===== config.mk =====
export PLATFORM = sky130hd
export DESIGN_NAME = fspc_ctrl
export DESIGN_NICKNAME = d
export VERILOG_FILES = /design/src/fspc_pkg.sv /design/src/fspc_long_timer.sv /design/src/fspc_ctrl.sv
export SDC_FILE = /design/constraint.sdc
export NUM_CORES = 1
export LEC_CHECK = 0
export ABC_CLOCK_PERIOD_IN_PS = 5500
export BUFFER_PORTS_ARGS = -buffer_cell sky130_fd_sc_hd__buf_2
export CAP_MARGIN = 10
export CORE_ASPECT_RATIO = 0.9
export CORE_UTILIZATION = 47
export DETAILED_ROUTE_END_ITERATION = 8
export GPL_TIMING_DRIVEN = 1
export PLACE_DENSITY_LB_ADDON = 0.25
export SYNTH_ARGS = -nofsm -noshare
export SYNTH_HDL_FRONTEND = slang
export SYNTH_SLANG_ARGS = --single-unit

===== constraint.sdc =====
create_clock -name clk -period 5.5 [get_ports clk]
set_input_delay 0.275 -clock clk [delete_from_list [all_inputs] [get_ports clk]]
set_output_delay 0.275 -clock clk [all_outputs]
set_load 0.005 [all_outputs]

===== src/fspc_pkg.sv =====
// Summary of operation
// table read copies addressed byte into latch
// table read may update pointer automatically
// pointer bit zero selects word high/low byte
// erase clears exactly one 64-byte block
// erase uses pointer bits 21:6 only
// software sets code, permit, erase bits first
// software clears settings space select for erase
// start accepted only after 55h then aah
// start with erase selected begins row erase
// long write stalls cpu, ends by timer
// programming unit is one 8-byte block
// eight byte-wide holding registers feed programming
// table writes only fill holding registers
// software places a nop after start
// pointer modes: none, post-inc, post-dec, pre-inc
// pointer 2:0 picks register, 21:3 block
// start settable only, cleared by hardware
// completion sets flag until software clears
// start ignored without permit or fresh unlock
// no erase selected: program eight holding bytes
package fspc_pkg;
    localparam int unsigned PTR_W = 22;
    localparam int unsigned MOD_W = 21;
    localparam int unsigned WORD_AW = 21;
    localparam int unsigned ERASE_LSB = 6;
    localparam int unsigned BLOCK_LSB = 3;
    localparam int unsigned HOLD_N = 8;
    localparam int unsigned ROW_WORDS = 32;
    localparam int unsigned BLK_WORDS = 4;
    localparam logic [7:0] UNLOCK_A = 8'h55;
    localparam logic [7:0] UNLOCK_B = 8'haa;
    localparam logic [7:0] HOLD_RST = 8'hff;
    localparam logic [15:0] ERASED_WORD = 16'hffff;
    localparam int unsigned CLK_MHZ = 125;
    localparam int unsigned LONG_WRITE_US = 2000;
    localparam int unsigned LONG_WRITE_CYC = LONG_WRITE_US * CLK_MHZ;

    typedef enum logic [1:0] {
        FSPC_PTR_KEEP,
        FSPC_PTR_POST_INC,
        FSPC_PTR_POST_DEC,
        FSPC_PTR_PRE_INC
    } fspc_ptr_mode_t;

    typedef struct packed {
        logic fetch;
        logic load;
        fspc_ptr_mode_t mode;
    } fspc_table_op_t;

    typedef struct packed {
        logic code_space_select;
        logic settings_space_select;
        logic row_erase;
        logic cycle_permit;
    } fspc_ctrl_t;

    typedef struct packed {
        logic we;
        logic [WORD_AW-1:0] addr;
        logic [15:0] data;
    } fspc_wport_t;
endpackage : fspc_pkg


===== src/fspc_long_timer.sv =====
`timescale 1ns/1ps
module fspc_long_timer #(
    parameter int unsigned CYCLES = fspc_pkg::LONG_WRITE_CYC
) (
    input wire logic clk,
    input wire logic rst_b,
    input wire logic start,
    output logic busy,
    output logic done
);
    logic [31:0] cnt_q;

    always_ff @(posedge clk) begin
        if (!rst_b) begin
            cnt_q <= 32'h0;
            busy <= 1'b0;
            done <= 1'b0;
        end else begin
            done <= 1'b0;
            if (start && !busy) begin
                busy <= 1'b1;
                cnt_q <= CYCLES - 1;
            end else if (busy) begin
                if (cnt_q == 32'h0) begin
                    busy <= 1'b0;
                    done <= 1'b1;
                end else begin
                    cnt_q <= cnt_q - 32'h1;
                end
            end
        end
    end
endmodule : fspc_long_timer


===== src/fspc_ctrl.sv =====
`timescale 1ns/1ps
module fspc_ctrl #(
    parameter int unsigned LONG_WRITE_CYCLES = fspc_pkg::LONG_WRITE_CYC
) (
    input wire logic clk,
    input wire logic rst_b,
    // table instruction strobe from core
    input wire fspc_pkg::fspc_table_op_t table_op,
    input wire logic [7:0] latch_wdata,
    input wire logic latch_we,
    input wire logic [fspc_pkg::PTR_W-1:0] ptr_wdata,
    input wire logic ptr_we,
    // control register bits
    input wire fspc_pkg::fspc_ctrl_t ctrl_wdata,
    input wire logic ctrl_we,
    input wire logic start_set,
    input wire logic [7:0] unlock_wdata,
    input wire logic unlock_we,
    input wire logic done_flag_clr,
    // program memory read data for the word at mem_raddr
    input wire logic [15:0] mem_rdata,
    output logic [fspc_pkg::WORD_AW-1:0] mem_raddr,
    output fspc_pkg::fspc_wport_t mem_wport,
    output logic [fspc_pkg::PTR_W-1:0] table_pointer,
    output logic [7:0] table_latch,
    output fspc_pkg::fspc_ctrl_t nvm_control,
    output logic start_busy,
    output logic cpu_stall,
    output logic nvm_cycle_done_flag
);
    typedef enum logic [1:0] {
        FSPC_IDLE,
        FSPC_ARRAY,
        FSPC_WAIT
    } fspc_state_t;

    typedef enum logic [1:0] {
        FSPC_UNL_NONE,
        FSPC_UNL_HALF,
        FSPC_UNL_FULL
    } fspc_unl_t;

    fspc_state_t state_q;
    fspc_unl_t unl_q;
    logic [fspc_pkg::PTR_W-1:0] ptr_q;
    logic [fspc_pkg::PTR_W-1:0] ptr_eff;
    logic [fspc_pkg::PTR_W-1:0] ptr_next;
    logic [7:0] latch_q;
    logic [7:0] hold_q [fspc_pkg::HOLD_N];
    fspc_pkg::fspc_ctrl_t ctrl_q;
    logic start_q;
    logic erase_q;
    logic [4:0] word_idx_q;
    logic [fspc_pkg::WORD_AW-1:0] base_q;
    fspc_pkg::fspc_wport_t wport_q;
    logic done_flag_q;
    logic stall_q;
    logic timer_start;
    logic timer_busy;
    logic timer_done;
    logic accept;
    logic fetch_pend_q;
    logic fetch_lo_q;
    logic [fspc_pkg::MOD_W-1:0] low_mod;

    assign accept = start_set && !start_q && ctrl_q.cycle_permit && (unl_q == FSPC_UNL_FULL);

    // pointer: pre-increment forms the effective address, others act afterwards
    always_comb begin
        low_mod = ptr_q[fspc_pkg::MOD_W-1:0];
        ptr_eff = ptr_q;
        if (table_op.mode == fspc_pkg::FSPC_PTR_PRE_INC) begin
            low_mod = ptr_q[fspc_pkg::MOD_W-1:0] + 21'h1;
            ptr_eff = {ptr_q[fspc_pkg::PTR_W-1], low_mod};
        end
        ptr_next = ptr_eff;
        unique case (table_op.mode)
            fspc_pkg::FSPC_PTR_KEEP: ptr_next = ptr_q;
            fspc_pkg::FSPC_PTR_POST_INC: ptr_next = {ptr_q[fspc_pkg::PTR_W-1],
                ptr_q[fspc_pkg::MOD_W-1:0] + 21'h1};
            fspc_pkg::FSPC_PTR_POST_DEC: ptr_next = {ptr_q[fspc_pkg::PTR_W-1],
                ptr_q[fspc_pkg::MOD_W-1:0] - 21'h1};
            fspc_pkg::FSPC_PTR_PRE_INC: ptr_next = ptr_eff;
        endcase
    end

    always_ff @(posedge clk) begin
        if (!rst_b) begin
            ptr_q <= 22'h0;
        end else if (ptr_we) begin
            ptr_q <= ptr_wdata;
        end else if ((table_op.fetch || table_op.load) && !stall_q) begin
            ptr_q <= ptr_next;
        end
    end

    // read: address word in cycle 0, latch the selected byte in cycle 1
    always_ff @(posedge clk) begin
        if (!rst_b) begin
            mem_raddr <= 21'h0;
            fetch_pend_q <= 1'b0;
            fetch_lo_q <= 1'b0;
        end else begin
            fetch_pend_q <= table_op.fetch && !stall_q;
            if (table_op.fetch && !stall_q) begin
                mem_raddr <= ptr_eff[fspc_pkg::PTR_W-1:1];
                fetch_lo_q <= !ptr_eff[0];
            end
        end
    end

    always_ff @(posedge clk) begin
        if (!rst_b) begin
            latch_q <= 8'h0;
        end else if (fetch_pend_q) begin
            latch_q <= fetch_lo_q ? mem_rdata[7:0] : mem_rdata[15:8];
        end else if (latch_we) begin
            latch_q <= latch_wdata;
        end
    end

    // holding registers, short writes only
    genvar gi;
    generate
        for (gi = 0; gi < fspc_pkg::HOLD_N; gi++) begin : g_hold
            always_ff @(posedge clk) begin
                if (!rst_b) begin
                    hold_q[gi] <= fspc_pkg::HOLD_RST;
                end else if (table_op.load && !stall_q && ptr_eff[2:0] == 3'(gi)) begin
                    hold_q[gi] <= latch_q;
                end
            end
        end
    endgenerate

    // unlock sequence tracker; start, control, pointer or latch writes and table ops break it
    always_ff @(posedge clk) begin
        if (!rst_b) begin
            unl_q <= FSPC_UNL_NONE;
        end else if (unlock_we) begin
            if (unlock_wdata == fspc_pkg::UNLOCK_A) begin
                unl_q <= FSPC_UNL_HALF;
            end else if (unlock_wdata == fspc_pkg::UNLOCK_B && unl_q == FSPC_UNL_HALF) begin
                unl_q <= FSPC_UNL_FULL;
            end else begin
                unl_q <= FSPC_UNL_NONE;
            end
        end else if (start_set || ctrl_we || table_op.fetch || table_op.load
                     || ptr_we || latch_we) begin
            unl_q <= FSPC_UNL_NONE;
        end
    end

    always_ff @(posedge clk) begin
        if (!rst_b) begin
            ctrl_q <= '0;
        end else if (timer_done && erase_q) begin
            ctrl_q.row_erase <= 1'b0;
        end else if (ctrl_we && !start_q) begin
            ctrl_q <= ctrl_wdata;
        end
    end

    always_ff @(posedge clk) begin
        if (!rst_b) begin
            start_q <= 1'b0;
            erase_q <= 1'b0;
        end else if (accept) begin
            start_q <= 1'b1;
            erase_q <= ctrl_q.row_erase;
        end else if (timer_done) begin
            start_q <= 1'b0;
        end
    end

    // long write: array updates while the self timer counts, cpu held throughout
    always_ff @(posedge clk) begin
        if (!rst_b) begin
            state_q <= FSPC_IDLE;
            word_idx_q <= 5'h0;
            base_q <= 21'h0;
            wport_q <= '0;
        end else begin
            wport_q.we <= 1'b0;
            unique case (state_q)
                FSPC_IDLE: begin
                    if (accept) begin
                        word_idx_q <= 5'h0;
                        state_q <= FSPC_ARRAY;
                        if (ctrl_q.row_erase) begin
                            base_q <= {ptr_q[fspc_pkg::PTR_W-1:fspc_pkg::ERASE_LSB], 5'h0};
                        end else begin
                            base_q <= {ptr_q[fspc_pkg::PTR_W-1:fspc_pkg::BLOCK_LSB], 2'h0};
                        end
                    end
                end
                FSPC_ARRAY: begin
                    wport_q.we <= 1'b1;
                    wport_q.addr <= base_q | {16'h0, word_idx_q};
                    if (erase_q) begin
                        wport_q.data <= fspc_pkg::ERASED_WORD;
                    end else begin
                        wport_q.data <= {hold_q[{word_idx_q[1:0], 1'b1}],
                                         hold_q[{word_idx_q[1:0], 1'b0}]};
                    end
                    word_idx_q <= word_idx_q + 5'h1;
                    if ((erase_q && word_idx_q == 5'(fspc_pkg::ROW_WORDS - 1))
                        || (!erase_q && word_idx_q == 5'(fspc_pkg::BLK_WORDS - 1))) begin
                        state_q <= FSPC_WAIT;
                    end
                end
                FSPC_WAIT: begin
                    if (timer_done) begin
                        state_q <= FSPC_IDLE;
                    end
                end
                default: state_q <= FSPC_IDLE;
            endcase
        end
    end

    assign timer_start = accept;

    fspc_long_timer #(
        .CYCLES(LONG_WRITE_CYCLES)
    ) u_timer (
        .clk(clk),
        .rst_b(rst_b),
        .start(timer_start),
        .busy(timer_busy),
        .done(timer_done)
    );

    always_ff @(posedge clk) begin
        if (!rst_b) begin
            stall_q <= 1'b0;
        end else begin
            stall_q <= accept || (timer_busy && !timer_done);
        end
    end

    // set wins over a clear in the same cycle
    always_ff @(posedge clk) begin
        if (!rst_b) begin
            done_flag_q <= 1'b0;
        end else if (timer_done) begin
            done_flag_q <= 1'b1;
        end else if (done_flag_clr) begin
            done_flag_q <= 1'b0;
        end
    end

    assign table_pointer = ptr_q;
    assign table_latch = latch_q;
    assign nvm_control = ctrl_q;
    assign start_busy = start_q;
    assign cpu_stall = stall_q;
    assign nvm_cycle_done_flag = done_flag_q;
    assign mem_wport = wport_q;
endmodule : fspc_ctrl


### Yosys cells after proc, flatten, opt, wreduce, memory -nomap -nowiden

Memories as Yosys holds them, arrays and structs flattened. A register that Yosys moved wholly into a read port is not among the register bits.
Cells that the tools add are included.

| storage, ports and cells | value |
|---|---|
| register bits | 163 |
| latch bits | 0 |
| bits in writable memories | 64 |
| bits in read-only memories | 0 |
| input bits | 70 |
| output and inout port bits | 96 |
| logic and storage cells | 193 |
| memories | 1 |

Memories:

| memory | words | bits a word | rd ports | clocked after memory_dff | write ports | line | RTL |
|---|---|---|---|---|---|---|---|
| hold_q | 8 | 8 | 2 | 2 | 8 | fspc_ctrl.sv:49 | `logic [7:0] hold_q [fspc_pkg::HOLD_N];` |

| operators by class | value |
|---|---|
| add/subtract/negate cells | 4 |
| multiply operators | 0 |
| divide/modulo/power cells | 0 |
| $lt $le $gt $ge | 0 |
| eq/ne operators | 25 |
| shifts and indexed selects | 0 |
| multiplexer cells | 68 |
| bitwise operators | 13 |
| reductions and logical operators | 57 |

Operator list:

| cell | count |
|---|---|
| 2-to-1 mux 8 bit | 11 |
| one-hot mux 22 bit (3 select lines) | 1 |
| 2-to-1 mux 18 bit | 3 |
| 2-to-1 mux 22 bit | 2 |
| 2-to-1 mux 38 bit | 1 |
| 2-to-1 mux 1 bit | 33 |
| logical NOT 32 bit | 1 |
| subtractor 32 x 1 -> 32 bit, second input constant | 1 |
| adder 21 x 1 -> 21 bit, second input constant | 1 |
| logical AND 1 bit | 21 |
| 2-to-1 mux 21 bit | 1 |
| OR 21 x 5 -> 21 bit | 1 |
| subtractor 21 x 1 -> 21 bit, second input constant | 1 |
| 2-to-1 mux 16 bit | 1 |
| 2-to-1 mux 2 bit | 7 |
| nonzero test 2 bit | 7 |
| equality test 3 bit, second input constant | 4 |
| 2-to-1 mux 3 bit | 4 |
| AND reduction 2 bit | 6 |
| 2-to-1 mux 5 bit | 2 |
| != test 2 bit, second input constant | 5 |
| one-hot mux 5 bit (2 select lines) | 1 |
| equality test 2 bit, second input constant | 4 |
| equality test 8 x 7 -> 1 bit, second input constant | 1 |
| other kinds (19) | 47 |

### Logic depth before layout (Yosys ltp)

| depth | value |
|---|---|
| depth after elaboration | 8 |
| gate-level depth with buffers | 9 |
| gate-level depth less buffers | 7 |

### By module

A second synthesis with hierarchy kept.

| unflattened totals | value |
|---|---|
| cells, all modules | 1183 |
| area, all modules | 10911.7 um2 |

Modules (own cells, without submodules):

| module | instances | cells each | area each (um2) | sequential area each (um2) |
|---|---|---|---|---|
| fspc_ctrl | 1 | 973 | 9082.5 | 4504.3 |
| fspc_long_timer | 1 | 210 | 1829.3 | 680.7 |

### Least setup slack after synthesis

Ideal clock, no wire load.

| timing | value |
|---|---|
| path type | register -> register |
| start point | reg ptr_q (netlist bit table_pointer[1]) |
| end point | mem hold_q[0][0] (enable) |
| arrival | 2.119 ns |
| required time | 5.116 ns |
| path slack | 2.997 ns |
| stages on the path, launching flop included | 7 |
| path through | dfxtp_1 > inv_1 > ha_1 > or3_1 > a21oi_1 > inv_1 > o21ai_0 |

RTL lines:

| item | line | RTL |
|---|---|---|
| from (decl) | fspc_ctrl.sv:45 | `logic [fspc_pkg::PTR_W-1:0] ptr_q;` |
| from (signal assigned) | fspc_ctrl.sv:91 | `ptr_q <= ptr_wdata;` |
| from (signal assigned) | fspc_ctrl.sv:93 | `ptr_q <= ptr_next;` |
| to (decl) | fspc_ctrl.sv:49 |  |

==> summary by stage <==
Outcome
The run finished with clean final reports.

Setup path
STA classifies the critical path endpoint as a register. Together, buffers and inverters on the worst path number 2. The largest individual stage delay along the critical path comes from the cell sky130_fd_sc_hd__o21ai_0. The startpoint kind of the worst setup timing path is a register. The required arrival time at the worst endpoint is 5.62 ns. For the worst setup path, the data arrival time is 3.31 ns. On the worst path, the slowest cell contributes a delay of 0.93 ns. Broken down by cell family, the worst path's largest delay share belongs to compound AO/OA/AOI/OAI gates. By instance count, the cell type seen most on the critical path is sky130_fd_sc_hd__inv_1.

The critical path in this run is classified as reg -> reg. Of all nets on the critical path, the largest fanout is 17. Walking the worst path, the cells encountered are inv_1 -> ha_1 -> or3_1 -> a21oi_1 -> inv_1 -> o21ai_0.

STA
Hold is met by 0.0104 ns. The accumulated negative setup slack is 0 ns. In the post-route analysis, the smallest setup slack over all paths is 2.31 ns. The number of slew-limit violations in the final report is 0. In the finished design, the share of the clock period the worst path needs comes to 0.580. Clock skew on the completed layout was measured at 0.0288 ns. For the pin with the worst max-slew slack, the measured transition is 1.21 ns.

For this run, the top clock speed supported by timing is 0.313 GHz. Setup violations remaining at the end of the flow were counted as 0. The post-route minimum period is 3.19 ns. The final-report hold violation count is 0. In this run the tightest slew margin relative to its limit is 0.188.

Setup repair after global routing left no endpoint under its margin.

Floorplan
The floorplan step set the die height to 145 µm. The die covers 23200 µm². For this design the top-level I/O count stands at 166. In this run the standard cell core region covers 21900 µm². The die extent in x is 160 µm.

The site row count is 51. The effective utilization at floorplan is 0.485.

Finish
The final standard cell count with taps included and fillers excluded is 1572. The final layout contains 1338 nets. The layout-stage area growth over the synthesis result is 16.7%.

The number of filler cells placed in the layout is 1949. In the final layout, the share of cells above drive strength 1 is 0.241. The summed area of non-filler cells in the final layout is 12400 µm².

Yosys
By instance count, the leading cell after synthesis is sky130_fd_sc_hd__dfxtp_1. The number of different library cells in the post-synthesis netlist is 62. In the post-synthesis netlist, the biggest area contributors are sky130_fd_sc_hd__dfxtp_1, sky130_fd_sc_hd__edfxtp_1, sky130_fd_sc_hd__a21oi_1.

The number of enable flip-flop cells after synthesis is 64. After synthesis the cells add up to 10600 µm². Counting instances in the post-synthesis netlist gives the leading cell types as sky130_fd_sc_hd__dfxtp_1, sky130_fd_sc_hd__nand2_1, sky130_fd_sc_hd__nor2_1. The synthesized net count is 1221. The flop and latch count out of synthesis is 227. The async set-reset flop share out of synthesis is 0. The synthesized design spends more area on one cell type than any other, namely sky130_fd_sc_hd__dfxtp_1. After technology mapping, the gate count stands at 1145.

Of the post-synthesis cell area, the dominant cell type holds 0.307. In the synthesized netlist the dominant register cell turns out to be sky130_fd_sc_hd__dfxtp_1. The part of the Yosys area used for sequential elements is 0.488. The number of warnings issued by yosys is 0.

Dividing the synthesized area by the synthesized cell count gives 9.27 µm².

Placed design
The global placement routability congestion is 0.874. The count of placed standard cells including taps is 1519. Prior to clock tree synthesis, the placed netlist has a worst setup slack of 2.36 ns.

The final HPWL from detailed placement is 19.3 mm. In this run the tool buffered the top-level ports with 165 buffer cells. Once placement finished, the instance area stood at 11500 µm².

Min path
The path category of the worst min-delay check is in -> reg.

CTS
Counting along the longest clock path gives a buffer depth of 3. The number of resized instances in the post-cts repair step is 0. Clock tree synthesis found a total of 227 sinks. The number of buffers created by CTS is 24. In this run the number of H-tree levels came out at 1. The clock-pin slew on the worst setup and hold paths is 0.07 ns. TritonCTS built the clock tree. At the later pin of the worst-skew pair, clock insertion delay measures 0.53 ns.

The cell sitting at the root of the clock tree is a sky130_fd_sc_hd__clkbuf_16. The setup fix buffers added after clock tree synthesis is 0.

Detailed routing
The detailed-route wire length per cell is 17.9 µm. The via density per instance is 5.66. The number of violations reported at the end of detailed-routing iteration 0 is 785.

The routed design has 28.1 mm of wire. Once detail routing completed, the nets flagged for antenna violations numbered 0. The remaining routing DRC violations is 0. Summing over every cut layer, the via total after detailed routing is 8901. The pre-antenna-repair detailed-routing pass consisted of 5 iterations.

Global routing
The initial antenna violation count was 4. The number of global-route vias before repair was 7988. The first global-routing pass estimated 43.7 mm of wire. Entering global routing, the biggest net connects 76 pins. Summed over all layers, the global routing overflow is 0. Across every metal layer, demand over resource in global routing totals 0.237.

Power
The peak ir drop on the vdd network is 209 µV. The total power divided by cell area is 303 nW/µm². The analysis attributes to cell leakage a power of 4.48 nW.

Run
The number of maximum-capacitance violations is 0.
==> placed cells by master, fill, tap and decap left out, drive strengths merged, types with 16 or more instances in the layout <==
| cell type | netlist | layout |
|---|---|---|
| nand2 | 111 | 111 |
| edfxtp | 64 | 64 |
| a21oi | 87 | 87 |
| buf | 13 | 174 |
| nand3 | 48 | 48 |
| nand4 | 18 | 18 |
| dfxtp | 163 | 163 |
| clkbuf | 76 | 30 |
| o21ai | 58 | 58 |
| mux4 | 16 | 16 |
| a211oi | 29 | 29 |
| nor3 | 46 | 46 |
| nor4 | 21 | 21 |
| or3 | 16 | 16 |
| or2 | 65 | 65 |
| xor2 | 37 | 37 |
| nor2 | 98 | 98 |
| nor2b | 16 | 16 |
==> cell type report <==
type,count,area (µm²),area share
repair buffers,180,948,0.0765
diodes,1,2.50,0.000202
multi-input cells,819,5050,0.407
inverters,10,37.5,0.00303
clock buffers,30,637,0.0514
flip-flops and latches,227,5180,0.418
clock inverters,14,174,0.0140
well taps,291,364,0.0294
==> kinds of logic after synthesis <==
kind of cell,after synthesis,synth area share
flip-flops,227,0.488
multiplexers,31,0.0482
XOR/XNOR,50,0.0412
AND/OR/NAND/NOR,504,0.247
AO/OA/AOI/OAI,228,0.131
buffers and inverters,99,0.0372
adder cells (fa/ha/maj),6,0.00707
==> per-stage QoR <==
step	util	power, mW
2_1_floorplan	-	2.00
5_1_grt	0.566	3.88
4_1_cts	0.566	3.77
6_report	0.566	3.75
3_5_place_dp	0.526	2.12
3_3_place_gp	0.526	2.11
==> timing repair <==
item / CTS / global route
hold buffers: 6 / 0
hold endpoints to repair: 6 / 0
endpoints found under the setup margin: 0 / 0
==> power breakdown <==
group | switching (mW) | internal [mW]
combinational | 0.147 | 0.110
clock | 0.690 | 0.972
sequential | 0.0707 | 1.76
==> registers in the layout, summed over array words and instances (netlist names), named ones only <==
name	cells
base_q	19
cpu_stall	1
erase_q	1
fetch_lo_q	1
fetch_pend_q	1
hold_q	64
mem_raddr	21
mem_wport	38
nvm_control	4
nvm_cycle_done_flag	1
start_busy	1
state_q	2
table_latch	8
table_pointer	22
u_timer.busy	1
u_timer.cnt_q	32
u_timer.done	1
unl_q	2
word_idx_q	5
==> metal layers <==
metal | track usage | vias to the layer above | wire, µm
met4 | 0.0622 | 2 | 529
met2 | 0.370 | 262 | 12800
li1 | - | 4378 | -
met3 | 0.0422 | 35 | 1700
met1 | 0.339 | 4224 | 13000
met5 | 0 | - | 13
==> worst paths after layout <==
check / cells past startpoint / from / slack [ns] / to
setup reg to reg: 6 / table_pointer[0]$_SDFFE_PN0P_ / 2.31 / hold_q[0][4]$_SDFFCE_PN1P_
hold reg to reg: 2 / base_q[13]$_SDFFE_PN0P_ / 0.45 / mem_wport[29]$_SDFFE_PN0P_
setup / recovery: 6 / table_pointer[0]$_SDFFE_PN0P_ / 2.31 / hold_q[0][4]$_SDFFCE_PN1P_
hold / removal: 3 / ptr_wdata[14] / 0.01 / table_pointer[14]$_SDFFE_PN0P_
==> worst min-delay path, delay by kind of cell <==
kind | cells | cell delay [ns]
compound gates | 1 | 0.09
buf+inv | 1 | 0.08
simple gates | 1 | 0.07
Power figures use the tool's default switching activity.
